==> src/adc_cfg_pkg.sv <==
// Constants for the converter configuration register bank.
// Assumes a 32-bit APB master; register indices map to byte address index*4.
package adc_cfg_pkg;

    // ----------------------------------------
    // Register indices (byte address = index * 4)
    // ----------------------------------------
    localparam logic [7:0] AVG_POWERDOWN_CTRL_IDX = 8'hC4;
    localparam logic [7:0] LANE_CLOCK_CFG_IDX = 8'hC5;
    localparam logic [7:0] BRINGUP_CTRL_A_IDX = 8'hF4;
    localparam logic [7:0] BRINGUP_CTRL_B_IDX = 8'hF6;
    localparam logic [7:0] DOWNCONVERT_CTRL_IDX = 8'hFB;
    localparam logic [7:0] OSC_PHASE_LOW_IDX = 8'hFC;
    localparam int NUM_REGS = 6;
    localparam int REG_W = 16;
    localparam logic [15:0] REG_RESET = 16'h0000;

    // ----------------------------------------
    // Storage slots
    // ----------------------------------------
    localparam int SLOT_AVG = 0;
    localparam int SLOT_LANE = 1;
    localparam int SLOT_BRING_A = 2;
    localparam int SLOT_BRING_B = 3;
    localparam int SLOT_DDC = 4;
    localparam int SLOT_PHASE = 5;

    // ----------------------------------------
    // Field positions
    // ----------------------------------------
    localparam int SLEEP_BIT = 0;
    localparam int AVG_SINGLE_BIT = 1;
    localparam int AVG_PAIR_LSB = 4;
    localparam int LANE_CLK_BIT = 9;
    localparam int BRINGUP_BIT = 1;
    localparam int MIXER_BIT = 0;
    localparam int XOR_SRC_BIT = 2;
    localparam int PERIODIC_BIT = 3;

    // Scrambler pseudo-random generator
    localparam int PRBS_W = 7;
    localparam logic [6:0] PRBS_SEED = 7'h7F;

endpackage

==> src/adc_config_register_bank.sv <==
// Configuration register bank with oscillator sync and output scrambler.
// Assumes an APB master on CLOCK; the sample-sync pin is asynchronous.
`timescale 1ns/1ps
`default_nettype none

// What this block does
// RULE_01: Full-chip sleep bit high powers the device down, low lets it run.
// RULE_02: Software writes the averaging pair field as 0 to disable or 2 to enable averaging.
// RULE_03: Software writes the single averaging bit as 0 when disabled and 1 when enabled.
// RULE_04: Software sets the lane clock bit to 0 for lane setting 0 or 2, 1 for 5 or 7.
// RULE_05: Software writes the first bring-up bit 1 during start-up, then 0.
// RULE_06: Software writes the second bring-up bit 1 during start-up, then 0.
// RULE_07: Software sets the periodic sync select bit when the sync pin gets a pulse train.
// RULE_08: With periodic select low, each sync pin pulse resynchronises the oscillator.
// RULE_09: With periodic select high, only the first pulse of a train resynchronises it.
// RULE_10: Scrambling with source 0 appends a PRBS bit after the LSB and XORs data with it.
// RULE_11: Scrambling with source 1 XORs the data with the conversion result LSB.
// RULE_12: Down-converter control bit 0 enables the down converter.
// RULE_13: Software keeps reserved fields at zero.
// RULE_14: The phase register holds the low part of the oscillator phase word.
// RULE_15: Every register reads back its last written value and resets to zero.
module adc_config_register_bank
    import adc_cfg_pkg::*;
#(
    parameter int DATA_W = 18
)
(
    input wire logic CLOCK,
    input wire logic RST,
    input wire logic PSEL,
    input wire logic PENABLE,
    input wire logic PWRITE,
    input wire logic [11:0] PADDR,
    input wire logic [31:0] PWDATA,
    output logic [31:0] PRDATA,
    output logic PREADY,
    output logic PSLVERR,
    input wire logic SAMPLE_SYNC_PIN,
    input wire logic SCRAMBLE_EN,
    input wire logic CONV_VALID,
    input wire logic [DATA_W-1:0] CONV_DATA,
    output logic [DATA_W:0] SCRAMBLED_DATA,
    output logic SCRAMBLED_VALID,
    output logic OSC_SYNC,
    output logic FULL_CHIP_SLEEP,
    output logic DOWNCONVERTER_ON,
    output logic [15:0] OSC_PHASE_WORD,
    output logic LANE_CLOCK_SELECT,
    output logic [1:0] AVG_SETUP_PAIR,
    output logic AVG_SETUP_SINGLE,
    output logic [1:0] BRINGUP_BITS
);

    // ----------------------------------------
    // APB register file
    // ----------------------------------------
    logic [15:0] regs_reg [NUM_REGS];
    logic [15:0] regs_next [NUM_REGS];
    logic [2:0] slot;
    logic hit;
    logic wr_acc;
    logic rd_acc;

    // Index to slot decode; unmapped addresses raise PSLVERR
    always_comb
    begin
        slot = 3'd0;
        hit = 1'b1;
        if (PADDR == {2'b00, AVG_POWERDOWN_CTRL_IDX, 2'b00})
            slot = 3'(SLOT_AVG);
        else if (PADDR == {2'b00, LANE_CLOCK_CFG_IDX, 2'b00})
            slot = 3'(SLOT_LANE);
        else if (PADDR == {2'b00, BRINGUP_CTRL_A_IDX, 2'b00})
            slot = 3'(SLOT_BRING_A);
        else if (PADDR == {2'b00, BRINGUP_CTRL_B_IDX, 2'b00})
            slot = 3'(SLOT_BRING_B);
        else if (PADDR == {2'b00, DOWNCONVERT_CTRL_IDX, 2'b00})
            slot = 3'(SLOT_DDC);
        else if (PADDR == {2'b00, OSC_PHASE_LOW_IDX, 2'b00})
            slot = 3'(SLOT_PHASE);
        else
            hit = 1'b0;
    end

    // Zero-wait slave: every access completes in its first access cycle
    assign PREADY = 1'b1;
    assign wr_acc = PSEL && PENABLE && PWRITE && hit;
    assign rd_acc = PSEL && PENABLE && !PWRITE && hit;
    assign PSLVERR = PSEL && PENABLE && !hit;

    logic [31:0] rdata_reg, rdata_next;

    // Read word latched at the end of setup; keeps PRDATA off the decode
    // path without costing a wait state
    always_comb
    begin
        rdata_next = rdata_reg;
        if (PSEL && !PENABLE)
            rdata_next = hit ? {16'h0000, regs_reg[slot]} : 32'h0000_0000;
    end

    always_ff @(posedge CLOCK or posedge RST)
    begin
        if (RST)
            rdata_reg <= 32'h0000_0000;
        else
            rdata_reg <= rdata_next;
    end

    assign PRDATA = rdata_reg;

    // Full 16 bits stored so reserved bits read back as written
    generate
        for (genvar i = 0; i < NUM_REGS; i++)
        begin : g_reg
            always_comb
            begin
                regs_next[i] = regs_reg[i];
                if (wr_acc && slot == 3'(i))
                    regs_next[i] = PWDATA[15:0]; // RULE_15
            end

            always_ff @(posedge CLOCK or posedge RST)
            begin
                if (RST)
                    regs_reg[i] <= REG_RESET; // RULE_15
                else
                    regs_reg[i] <= regs_next[i];
            end
        end
    endgenerate

    // Control fields driven straight from storage; DOWNCONVERTER_ON is also gated off by sleep
    assign FULL_CHIP_SLEEP = regs_reg[SLOT_AVG][SLEEP_BIT]; // RULE_01
    assign AVG_SETUP_PAIR = regs_reg[SLOT_AVG][AVG_PAIR_LSB+1:AVG_PAIR_LSB];
    assign AVG_SETUP_SINGLE = regs_reg[SLOT_AVG][AVG_SINGLE_BIT];
    assign LANE_CLOCK_SELECT = regs_reg[SLOT_LANE][LANE_CLK_BIT];
    assign BRINGUP_BITS = {regs_reg[SLOT_BRING_B][BRINGUP_BIT],
                           regs_reg[SLOT_BRING_A][BRINGUP_BIT]};
    assign DOWNCONVERTER_ON = regs_reg[SLOT_DDC][MIXER_BIT] && !FULL_CHIP_SLEEP; // RULE_12 RULE_01
    assign OSC_PHASE_WORD = regs_reg[SLOT_PHASE]; // RULE_14

    logic periodic_sel;
    logic xor_src;
    assign periodic_sel = regs_reg[SLOT_DDC][PERIODIC_BIT];
    assign xor_src = regs_reg[SLOT_DDC][XOR_SRC_BIT];

    // ----------------------------------------
    // Sample-sync pin and oscillator sync
    // ----------------------------------------
    logic s1_reg, s2_reg, s3_reg;
    logic level_reg, level_next;
    logic armed_reg, armed_next;
    logic sync_reg, sync_next;
    logic pin_rise;
    logic ddc_write;

    // Level moves only once two late stages agree
    assign pin_rise = (s2_reg == s3_reg) && s2_reg && !level_reg;
    assign ddc_write = wr_acc && slot == 3'(SLOT_DDC);

    // Writing the control register rearms the first-pulse catcher
    always_comb
    begin
        level_next = (s2_reg == s3_reg) ? s2_reg : level_reg;
        armed_next = armed_reg;
        sync_next = 1'b0;
        if (pin_rise && DOWNCONVERTER_ON)
        begin
            if (!periodic_sel)
                sync_next = 1'b1; // RULE_08
            else if (armed_reg)
            begin
                sync_next = 1'b1; // RULE_09
                armed_next = 1'b0; // RULE_09
            end
        end
        if (ddc_write)
            armed_next = 1'b1;
    end

    always_ff @(posedge CLOCK or posedge RST)
    begin
        if (RST)
        begin
            s1_reg <= 1'b0;
            s2_reg <= 1'b0;
            s3_reg <= 1'b0;
            level_reg <= 1'b0;
            armed_reg <= 1'b1;
            sync_reg <= 1'b0;
        end
        else
        begin
            s1_reg <= SAMPLE_SYNC_PIN;
            s2_reg <= s1_reg;
            s3_reg <= s2_reg;
            level_reg <= level_next;
            armed_reg <= armed_next;
            sync_reg <= sync_next;
        end
    end

    assign OSC_SYNC = sync_reg;

    // ----------------------------------------
    // Output scrambler
    // ----------------------------------------
    logic [PRBS_W-1:0] prbs_reg, prbs_next;
    logic [DATA_W:0] out_reg, out_next;
    logic vld_reg, vld_next;

    // PRBS7 advances once per accepted sample; sleep freezes the output
    always_comb
    begin
        prbs_next = prbs_reg;
        out_next = out_reg;
        vld_next = 1'b0;
        if (CONV_VALID && !FULL_CHIP_SLEEP) // RULE_01
        begin
            vld_next = 1'b1;
            prbs_next = {prbs_reg[PRBS_W-2:0], prbs_reg[6] ^ prbs_reg[5]};
            if (!SCRAMBLE_EN)
                out_next = {CONV_DATA, 1'b0};
            else if (!xor_src)
                out_next = {CONV_DATA ^ {DATA_W{prbs_reg[0]}}, prbs_reg[0]}; // RULE_10
            else
                out_next = {CONV_DATA ^ {DATA_W{CONV_DATA[0]}}, CONV_DATA[0]}; // RULE_11
        end
    end

    always_ff @(posedge CLOCK or posedge RST)
    begin
        if (RST)
        begin
            prbs_reg <= PRBS_SEED;
            out_reg <= '0;
            vld_reg <= 1'b0;
        end
        else
        begin
            prbs_reg <= prbs_next;
            out_reg <= out_next;
            vld_reg <= vld_next;
        end
    end

    assign SCRAMBLED_DATA = out_reg;
    assign SCRAMBLED_VALID = vld_reg;
endmodule
`default_nettype wire

==> config.mk <==
export PLATFORM = sky130hd
export DESIGN_NAME = adc_config_register_bank
export DESIGN_NICKNAME = d
export VERILOG_FILES = /design/src/adc_cfg_pkg.sv /design/src/adc_config_register_bank.sv
export SDC_FILE = /design/constraint.sdc
export NUM_CORES = 1
export LEC_CHECK = 0
export ABC_AREA = 0
export BUFFER_PORTS_ARGS = -buffer_cell sky130_fd_sc_hd__buf_2
export CAP_MARGIN = 10
export CORE_MARGIN = 10
export CORE_UTILIZATION = 55
export DETAILED_ROUTE_END_ITERATION = 12
export PLACE_DENSITY = 0.91
export SETUP_SLACK_MARGIN = 0.2
export SYNTH_ARGS = -nofsm -noshare
export SYNTH_HDL_FRONTEND = slang
export SYNTH_SLANG_ARGS = --single-unit
export TNS_END_PERCENT = 50
==> constraint.sdc <==
create_clock -name CLOCK -period 7.2 [get_ports CLOCK]
set_input_delay 1.44 -clock CLOCK [delete_from_list [all_inputs] [get_ports CLOCK]]
set_output_delay 1.44 -clock CLOCK [all_outputs]
set_load 0.05 [all_outputs]
* Word level (Yosys, flattened, before mapping) *
Cells that the tools add are included.

word-level totals
  flip-flop bits (word level) = 161
  input port bits = 70
  output and inout port bits = 79

cells by class
  order comparisons = 1
  eq/ne operators = 12
  muxes and demuxes = 25
  bitwise gates (word level) = 4
  reduce and logical (&&, ||, !) cells = 24

operators with widths
  operator              count
  $eq 12x10->1 const B  6
  $bmux 16 s3           1
  $mux 16               3
  $mux 19               2
  $xor 18x18->18        2
  $mux 3                6
  $logic_and 1x1->1     16
  $mux 1                13
  $eq 3x2->1 const B    2
  $eq 3x3->1 const B    2
  $ge 4x4->1 const B    1
  $logic_not 1->1       4
  $not 3->4             1
  $reduce_bool 2->1     2
  $eq 3x1->1 const B    1
  $logic_not 3->1       1
  $reduce_and 2->1      1
  $eq 1x1->1            1
  $xor 1x1->1           1

* Longest topological paths before layout *
Gate-level depths: netlist (run 1).

  depth in word-level cells = 12
  mapped depth = 8
  mapped depth without buffers = 5

* Worst setup path before layout (run 1) *
Ideal clock, no wire load.

  path type = input to output
  from = input PADDR[3]
  to = output PSLVERR
  data arrival time = 2716 ps
  data required time = 5760 ps
  path slack = 3044 ps
  stages on the path = 4
  path buffers = 1
  cell sequence = buf_1 > nand3_1 > o211ai_1 > a21oi_1

between the ends
  cells in the longest elaborated chain, start to end = 9

RTL lines
  what                 line                            text
  from (decl)          adc_config_register_bank.sv:33  input wire logic [11:0] PADDR,
  $eq 12x10->1         adc_config_register_bank.sv:79  else if (PADDR == {2'b00, OSC_PHASE_LOW_IDX, 2'b00})
  $mux 1               adc_config_register_bank.sv:79
  $mux 1               adc_config_register_bank.sv:77  else if (PADDR == {2'b00, DOWNCONVERT_CTRL_IDX, 2'b00})
  $mux 1               adc_config_register_bank.sv:75  else if (PADDR == {2'b00, BRINGUP_CTRL_B_IDX, 2'b00})
  $mux 1               adc_config_register_bank.sv:73  else if (PADDR == {2'b00, BRINGUP_CTRL_A_IDX, 2'b00})
  $mux 1               adc_config_register_bank.sv:71  else if (PADDR == {2'b00, LANE_CLOCK_CFG_IDX, 2'b00})
  $mux 1 *             adc_config_register_bank.sv:69  if (PADDR == {2'b00, AVG_POWERDOWN_CTRL_IDX, 2'b00})
  $logic_not 1->1 *    adc_config_register_bank.sv:89  assign PSLVERR = PSEL && PENABLE && !hit;
  $logic_and 1x1->1 *  adc_config_register_bank.sv:89
  to (decl)            adc_config_register_bank.sv:37  output logic PSLVERR,

Mark *: on every way between the ends. The rest lies on a longest branch, timed or not.

* Final worst setup path (run 1) *
Ends and elaborated chain as after synthesis.

==> flow_metrics.tcl, run 1 <==
set metrics [dict create \
    p_per_area_nw_per_um2 264 \
    core_sq_um 12000 \
    start_util 0.560 \
    place_congestion 0.786 \
    synth_warnings 0 \
    outcome "finished clean" \
    fin_skew_ps 8.66 \
    ctsResizeCount 0 \
    synth_common_cells "dfrtp_1, mux2_2, nand2_1" \
    tns_ps 0 \
    ys_seq_area_frac 0.541 \
    max_freq_ghz 0.233 \
    cts.clk_slew.worst_paths_ps 60 \
    worstSetupStartpointType "input port" \
    drc 0 \
    via_per_inst 6.01 \
    numPortBuffers 115 \
    dr.pass1.iters 5 \
    async_flop_share 1.00 \
    rsz0062_at_grt "no" \
    synth.top_cell.area_share 0.510 \
    cts-htree-levels 4 \
    cts_setup_buffers 0 \
    die_h_um 131 \
    track_usage 0.204 \
    endpoint_kind "primary output" \
    final_antenna_net_count 0 \
    fin_util 0.646 \
    fillers 821 \
    die_x_um 131 \
    reg2reg_from "regs_reg[18]" \
    critPathMaxFanout 23 \
    syn_avg_cell_area_sq_um 12.7 \
    tightest_slew_ps 1100 \
    synth_seq_cells 145 \
    crit_arrival_ps 2850 \
    crit_type "in2out" \
    grt_pass1_vias 5063 \
    cts_tree "built" \
    ios 149 \
    route.vias.total 4695 \
    synthTopCellsByArea "dfrtp_1, mux2_2, buf_4, dfstp_2, mux2i_1" \
    cts_buffer_depth 2 \
    slew_headroom 0.266 \
    period_share 0.596 \
    dp_hpwl_um 11200 \
    synth_area_leader_cell "dfrtp_1" \
    r2r_slack_ps 5250 \
    rows 40 \
    synth_edf_count 0 \
    grt_overflow 0 \
    setup_violations 0 \
    crit_end "PSLVERR" \
    drive_above_1_share 0.440 \
    drt-total-wl_um 17400 \
    synthFlopType "dfrtp_1" \
    antenna_found_initial 0 \
    r2r_end "SCRAMBLED_DATA[12]" \
    cts_hold_buf 0 \
    maxCapViolations 0 \
    clock_sinks 145 \
    required_ps 5760 \
    period_minus_slack_ps 4290 \
    worstRegToRegCells 4 \
    crit_start "PADDR[3]" \
    clk_latency_ps 430 \
    irDropWorstVdd_mv 0.163 \
    syn-instance-count 530 \
    leakage_nw 3.98 \
    synth.most_common_cell "dfrtp_1" \
    initialDrtViolationCount 486 \
    numCtsBuffers 17 \
    n_antenna_cell 0 \
    min_path_type "reg2reg" \
    fin_area_sq_um 7760 \
    largest_reg_flops 72 \
    postPlaceCellArea_sq_um 7180 \
    grt_max_degree 82 \
    die_area_sq_um 17000 \
    hold_viol 0 \
    nets 692 \
    cts_root_buf "clkbuf_16" \
    ys_types 50 \
    slew_violations 0 \
    syn_to_final_growth_pct 15.5 \
    netlist_area_sq_um 6720 \
    routedWlPerCell_um 22.3 \
    grt_pass1_wl_um 26600 \
]
## cell families after synthesis
family	count (synthesis)	share of synthesized area
compound gates	97	0.102
xor+xnor	18	0.0234
fa+ha+maj	1	0.00186
buf+inv	74	0.0677
flops	145	0.541
mux	120	0.203
other cells	2	0.00112
simple gates	73	0.0601
## cell usage in the layout, fill, tap and decap left out, types with 4 or more instances in the layout
cell,netlist,routed
mux2i_1,16,16
clkinvlp_4,0,4
o21ai_0,22,22
buf_2,3,115
a2bb2oi_1,15,15
mux2_2,95,95
buf_4,40,8
a21oi_1,6,6
inv_6,0,5
mux2_4,9,9
dfrtp_1,137,137
dfstp_2,8,8
conb_1,2,17
xor2_1,17,17
o31ai_1,16,16
inv_1,7,6
clkbuf_16,0,17
nand2_1,41,41
nand2b_1,5,5
a221oi_1,16,16
o22ai_1,15,15
## how the worst min path moves through the flow
stage	start	slack, ps	to	cells past startpoint
6_report	s1_reg	350	s2_reg	0
4_1_cts	s1_reg	350	s2_reg	0
5_1_grt	s1_reg	370	s2_reg	0
2_1_floorplan	s1_reg	330	s2_reg	0
3_3_place_gp	s1_reg	330	s2_reg	0
3_5_place_dp	s1_reg	330	s2_reg	0
## per-stage QoR
step / worst slack (ps) / cells / total power [W] / hold slack, ps
2_1_floorplan: 1880 / 545 / 0.00113 / 331
3_3_place_gp: 2850 / 748 / 0.00119 / 334
3_5_place_dp: 2770 / 748 / 0.00121 / 335
4_1_cts: 2920 / 780 / 0.00206 / 349
5_1_grt: 2860 / 781 / 0.00212 / 369
6_report: 2910 / 781 / 0.00205 / 348
## critical path: stages
cell      delay (ps)
buf_2            540
nand2b_1         280
o211ai_1         160
a21oi_1          160
buf_2            280
## per-layer routing
| metal | global-route usage | share of wire |
|---|---|---|
| met3 | 0.0681 | 0.076 |
| met4 | 0.0909 | 0.026 |
| met2 | 0.360 | 0.53 |
| met1 | 0.218 | 0.37 |
| met5 | 0 | 0 |
## final cells by class
| type | count | area, sq um | share of cell area |
|---|---|---|---|
| inverter | 7 | 31.3 | 0.00403 |
| tap | 147 | 184 | 0.0237 |
| multi-input combinational | 326 | 2700 | 0.347 |
| clock inverter | 14 | 130 | 0.0168 |
| timing repair buffer | 124 | 647 | 0.0833 |
| clock buffer | 18 | 439 | 0.0566 |
| sequential | 145 | 3640 | 0.469 |
## where the power goes
part / internal (W) / switching [W] / total, W
logic: 0.0000784 / 0.000215 / 0.000293
registers: 0.000875 / 0.0000282 / 0.000903
clock network: 0.000489 / 0.000367 / 0.000856
(Power assumes the default switching activity.)
==> inputs of run 2 (changes only) <==
Settings changed: CORE_UTILIZATION 55 to 54, PLACE_DENSITY 0.91 to 0.9.
Clock period 7.2 ns to 4.3 ns, I/O delays scaled along.
==> flow_metrics.tcl, run 2 (synthesized netlist as in run 1, its figures left out) <==
set metrics [dict create \
    initialDrtViolationCount 452 \
    die_area_sq_um 17300 \
    max_stage_delay_ps 730 \
    antenna_found_initial 0 \
    syn_to_final_growth_pct 16.9 \
    track_usage 0.201 \
    tns_ps 0 \
    setup_violations 0 \
    period_minus_slack_ps 3190 \
    cts_buffer_depth 2 \
    numCtsBuffers 17 \
    hold-path-cell-count 0 \
    grt_max_degree 70 \
    die_h_um 132 \
    via_per_inst 5.84 \
    path_cells "buf_2 > or4b_2 > a21o_1 > nor3_2 > buf_4 > mux2_2" \
    route.vias.total 4696 \
    grt_pass1_wl_um 27900 \
    rsz0062_at_grt "no" \
    rows 40 \
    crit_buf_inv 2 \
    worstRegToRegCells 4 \
    period_share 0.742 \
    grt_overflow 0 \
    critPathMaxFanout 18 \
    final_common_cell "dfrtp_1" \
    p_per_area_nw_per_um2 450 \
    routedWlPerCell_um 21.6 \
    cts-htree-levels 4 \
    endpoint_kind "flop" \
    irDropWorstVdd_mv 0.447 \
    cts_tree "built" \
    ctsResizeCount 0 \
    outcome "finished clean" \
    dp_hpwl_um 11400 \
    dr.pass1.iters 5 \
    maxCapViolations 0 \
    cts_root_buf "clkbuf_16" \
    fillers 877 \
    clock_sinks 145 \
    grt_pass1_vias 5193 \
    n_antenna_cell 0 \
    min-delay-start "s1_reg" \
    finalNonFillerCells 804 \
    reg2reg_from "regs_reg[18]" \
    start_util 0.555 \
    fin_skew_ps 4.57 \
    numPortBuffers 115 \
    drc 0 \
    max_freq_ghz 0.313 \
    ios 149 \
    die_x_um 132 \
    worst-path-stages 6 \
    core_sq_um 12100 \
    place_congestion 0.799 \
    min_path_type "reg2reg" \
    crit_type "in2reg" \
    required_ps 4610 \
    crit_arrival_ps 3500 \
    final_antenna_net_count 0 \
    dpl.cell_count 772 \
    drt-total-wl_um 17400 \
    drive_above_1_share 0.440 \
    cts.clk_slew.worst_paths_ps 60 \
    slew_headroom 0.265 \
    slowest_stage "or4b_2" \
    tightest_slew_ps 1100 \
    crit_start "PADDR[5]" \
    leakage_nw 4.01 \
    hold_viol 0 \
    critPathTopFamily "simple AND/OR/NAND/NOR gates" \
    most-common-layout-cells "dfrtp_1, buf_2, mux2_2, nand2_1, o21ai_0" \
    slew_violations 0 \
    clk_latency_ps 430 \
    cts_setup_buffers 0 \
    cts_hold_buf 0 \
    worstSetupStartpointType "input port" \
    nets 694 \
    fin_util 0.649 \
    largest_reg_flops 72 \
]
## run 2: cell count changes in the layout (fill, tap and decap cells not counted), sizes merged
cell    delta
buf        +2
bufinv     +2
clkbuf     +2
clkinv     +1
inv        -5
## run 2: path summary, 6_finish.rpt
kind                                            to  slack (ps)
worst max-delay path             OSC_PHASE_WORD[6]        1110
worst min-delay path                        s2_reg         360
worst max register to register  SCRAMBLED_DATA[15]        2260
worst min register to register              s2_reg         360
max in group asynchronous             regs_reg[75]        2750
min in group asynchronous       SCRAMBLED_DATA[15]         600
## run 2: area by class of cell
class,instances,area [sq um],area share
clock inverter,12,158,0.0201
timing repair buffer,126,671,0.0853
sequential,145,3640,0.463
tap,168,210,0.0267
clock buffer,20,457,0.0581
multi-input combinational,326,2700,0.343
inverter,7,30.0,0.00382
## run 2: report_power, final
group          switching, W  total (W)  internal (W)
Clock              0.000581    0.00152      0.000944
Combinational      0.000364   0.000497      0.000133
Sequential        0.0000466    0.00151       0.00147
## run 2: through the flow
step | power, W | hold WS, ps | setup WS, ps | area, sq um
5_1_grt | 0.00365 | 369 | 1010 | 7860
6_report | 0.00353 | 356 | 1110 | 7860
4_1_cts | 0.00355 | 358 | 1150 | 7860
2_1_floorplan | 0.00189 | 331 | 1290 | 6780
3_5_place_dp | 0.00203 | 345 | 713 | 7240
3_3_place_gp | 0.00200 | 334 | 762 | 7240
## run 2: routing by layer
layer	global-route usage	vias up	wire, um
met4	0.104	0	461
met5	0	-	0
li1	-	2058	-
met1	0.218	2365	6470
met3	0.0625	50	1350
met2	0.347	223	9110
==> inputs of run 3 (changes only) <==
Settings changed: CORE_UTILIZATION 54 to 49, PLACE_DENSITY 0.9 to 0.86.
Clock period 4.3 ns to 2.7 ns, I/O delays scaled along.
==> flow_metrics.tcl, run 3 (synthesized netlist as in run 1, its figures left out) <==
set metrics [dict create \
    outcome "finished clean" \
    endpoint_kind "primary output" \
    most-common-layout-cells "dfrtp_1, buf_2, mux2_2, nand2_1, buf_4" \
    tns_ps 0 \
    holdWs_ps 215 \
    max_freq_ghz 0.437 \
    drt-total-wl_um 16800 \
    period_minus_slack_ps 2290 \
    critPathMaxFanout 6 \
    dp_hpwl_um 11500 \
    ctsResizeCount 0 \
    r2r_slack_ps 1160 \
    maxCapViolations 0 \
    place_congestion 0.830 \
    dr.pass1.iters 4 \
    rows 42 \
    grt_pass1_wl_um 26500 \
    setup_ws_ps 410 \
    die_x_um 137 \
    nets 712 \
    syn_to_final_growth_pct 19.3 \
    rsz0062_at_grt "no" \
    drive_above_1_share 0.457 \
    grt_max_degree 92 \
    worstSetupStartpointType "input port" \
    largest_reg_flops 72 \
    initialDrtViolationCount 307 \
    irDropWorstVdd_mv 0.520 \
    numPortBuffers 115 \
    required_ps 2160 \
    cts_tree "built" \
    clock_sinks 145 \
    cts_buffer_depth 2 \
    crit_type "in2out" \
    final_antenna_net_count 0 \
    route.vias.total 4625 \
    die_area_sq_um 18800 \
    max_stage_delay_ps 380 \
    core_sq_um 13300 \
    hold_viol 0 \
    cpMostUsedCell "buf_2" \
    slew_violations 0 \
    tightest_slew_ps 669 \
    reg2reg_from "regs_reg[18]" \
    start_util 0.504 \
    cts.clk_slew.worst_paths_ps 60 \
    ios 149 \
    cts-htree-levels 4 \
    r2r_end "SCRAMBLED_DATA[15]" \
    min-delay-start "SAMPLE_SYNC_PIN" \
    period_share 0.848 \
    antenna_found_initial 1 \
    fin_skew_ps 7.61 \
    slowest_stage "or2_2" \
    die_h_um 137 \
    leakage_nw 4.10 \
    hold-path-cell-count 1 \
    cts_root_buf "clkbuf_16" \
    slew_headroom 0.554 \
    crit_arrival_ps 1750 \
    cts_hold_buf 0 \
    min_to "s1_reg" \
    final_common_cell "dfrtp_1" \
    cts_setup_buffers 0 \
    p_per_area_nw_per_um2 698 \
    via_per_inst 5.56 \
    track_usage 0.182 \
    dp_slack_ps 45.4 \
    grt_pass1_vias 4987 \
    clk_latency_ps 430 \
    routedWlPerCell_um 20.2 \
    numCtsBuffers 17 \
    drc 0 \
    path_cells "buf_2 > nand2b_1 > or2_2 > o211ai_1 > a21oi_1 > buf_2" \
    worstRegToRegCells 5 \
    setup_violations 0 \
    min_path_type "in2reg" \
    grt_overflow 0 \
]
run 3: worst max path at each step:
| stage | from | end | slack (ps) | cells after the start |
|---|---|---|---|---|
| after CTS | PADDR[5] | PSLVERR | 410 | 6 |
| after global routing | PADDR[2] | PSLVERR | 380 | 6 |
| after floorplan | PADDR[11] | AVG_SETUP_PAIR[0] | 10 | 7 |
| after global placement | PADDR[11] | regs_reg[21] | 90 | 7 |
| final | PADDR[5] | PSLVERR | 410 | 6 |
| after detailed placement | PADDR[11] | regs_reg[16] | 50 | 7 |
run 3: area by class of cell:
| cell class | count | area [sq um] |
|---|---|---|
| fill | 1037 | 5330 |
| sequential | 145 | 3640 |
| multi-input combinational | 326 | 2700 |
| timing repair buffer | 144 | 818 |
| clock buffer | 20 | 467 |
| tap | 176 | 220 |
| clock inverter | 12 | 145 |
| inverter | 7 | 30.0 |
| antenna | 2 | 5.00 |
run 3: power breakdown:
part           leakage [nW]  internal [W]  switching, W
clock network         0.295       0.00145      0.000952
registers              1.95       0.00233     0.0000722
logic                  1.85      0.000223      0.000563
total                  4.10       0.00401       0.00159
run 3: layer usage:
metal	GRT usage	wire (um)	vias to the layer above
li1	-	-	2095
met1	0.201	6590	2361
met2	0.320	8830	146
met3	0.0491	1140	23
met4	0.0802	241	0
met5	0	0	-
run 3: worst max-delay path, delay by kind of cell:
family          cells  cell delay [ps]
compound gates      2              220
buf+inv             2              350
simple gates        2              630
run 3: through the flow:
stage               instance area (sq um)  total power (W)  utilization  cells
finish                               8020          0.00560        0.601    832
global route                         8020          0.00579        0.601    831
CTS                                  8010          0.00562        0.600    830
detailed placement                   7400          0.00324        0.555    798
global placement                     7400          0.00320        0.555    798
floorplan                            6780          0.00301            -    545
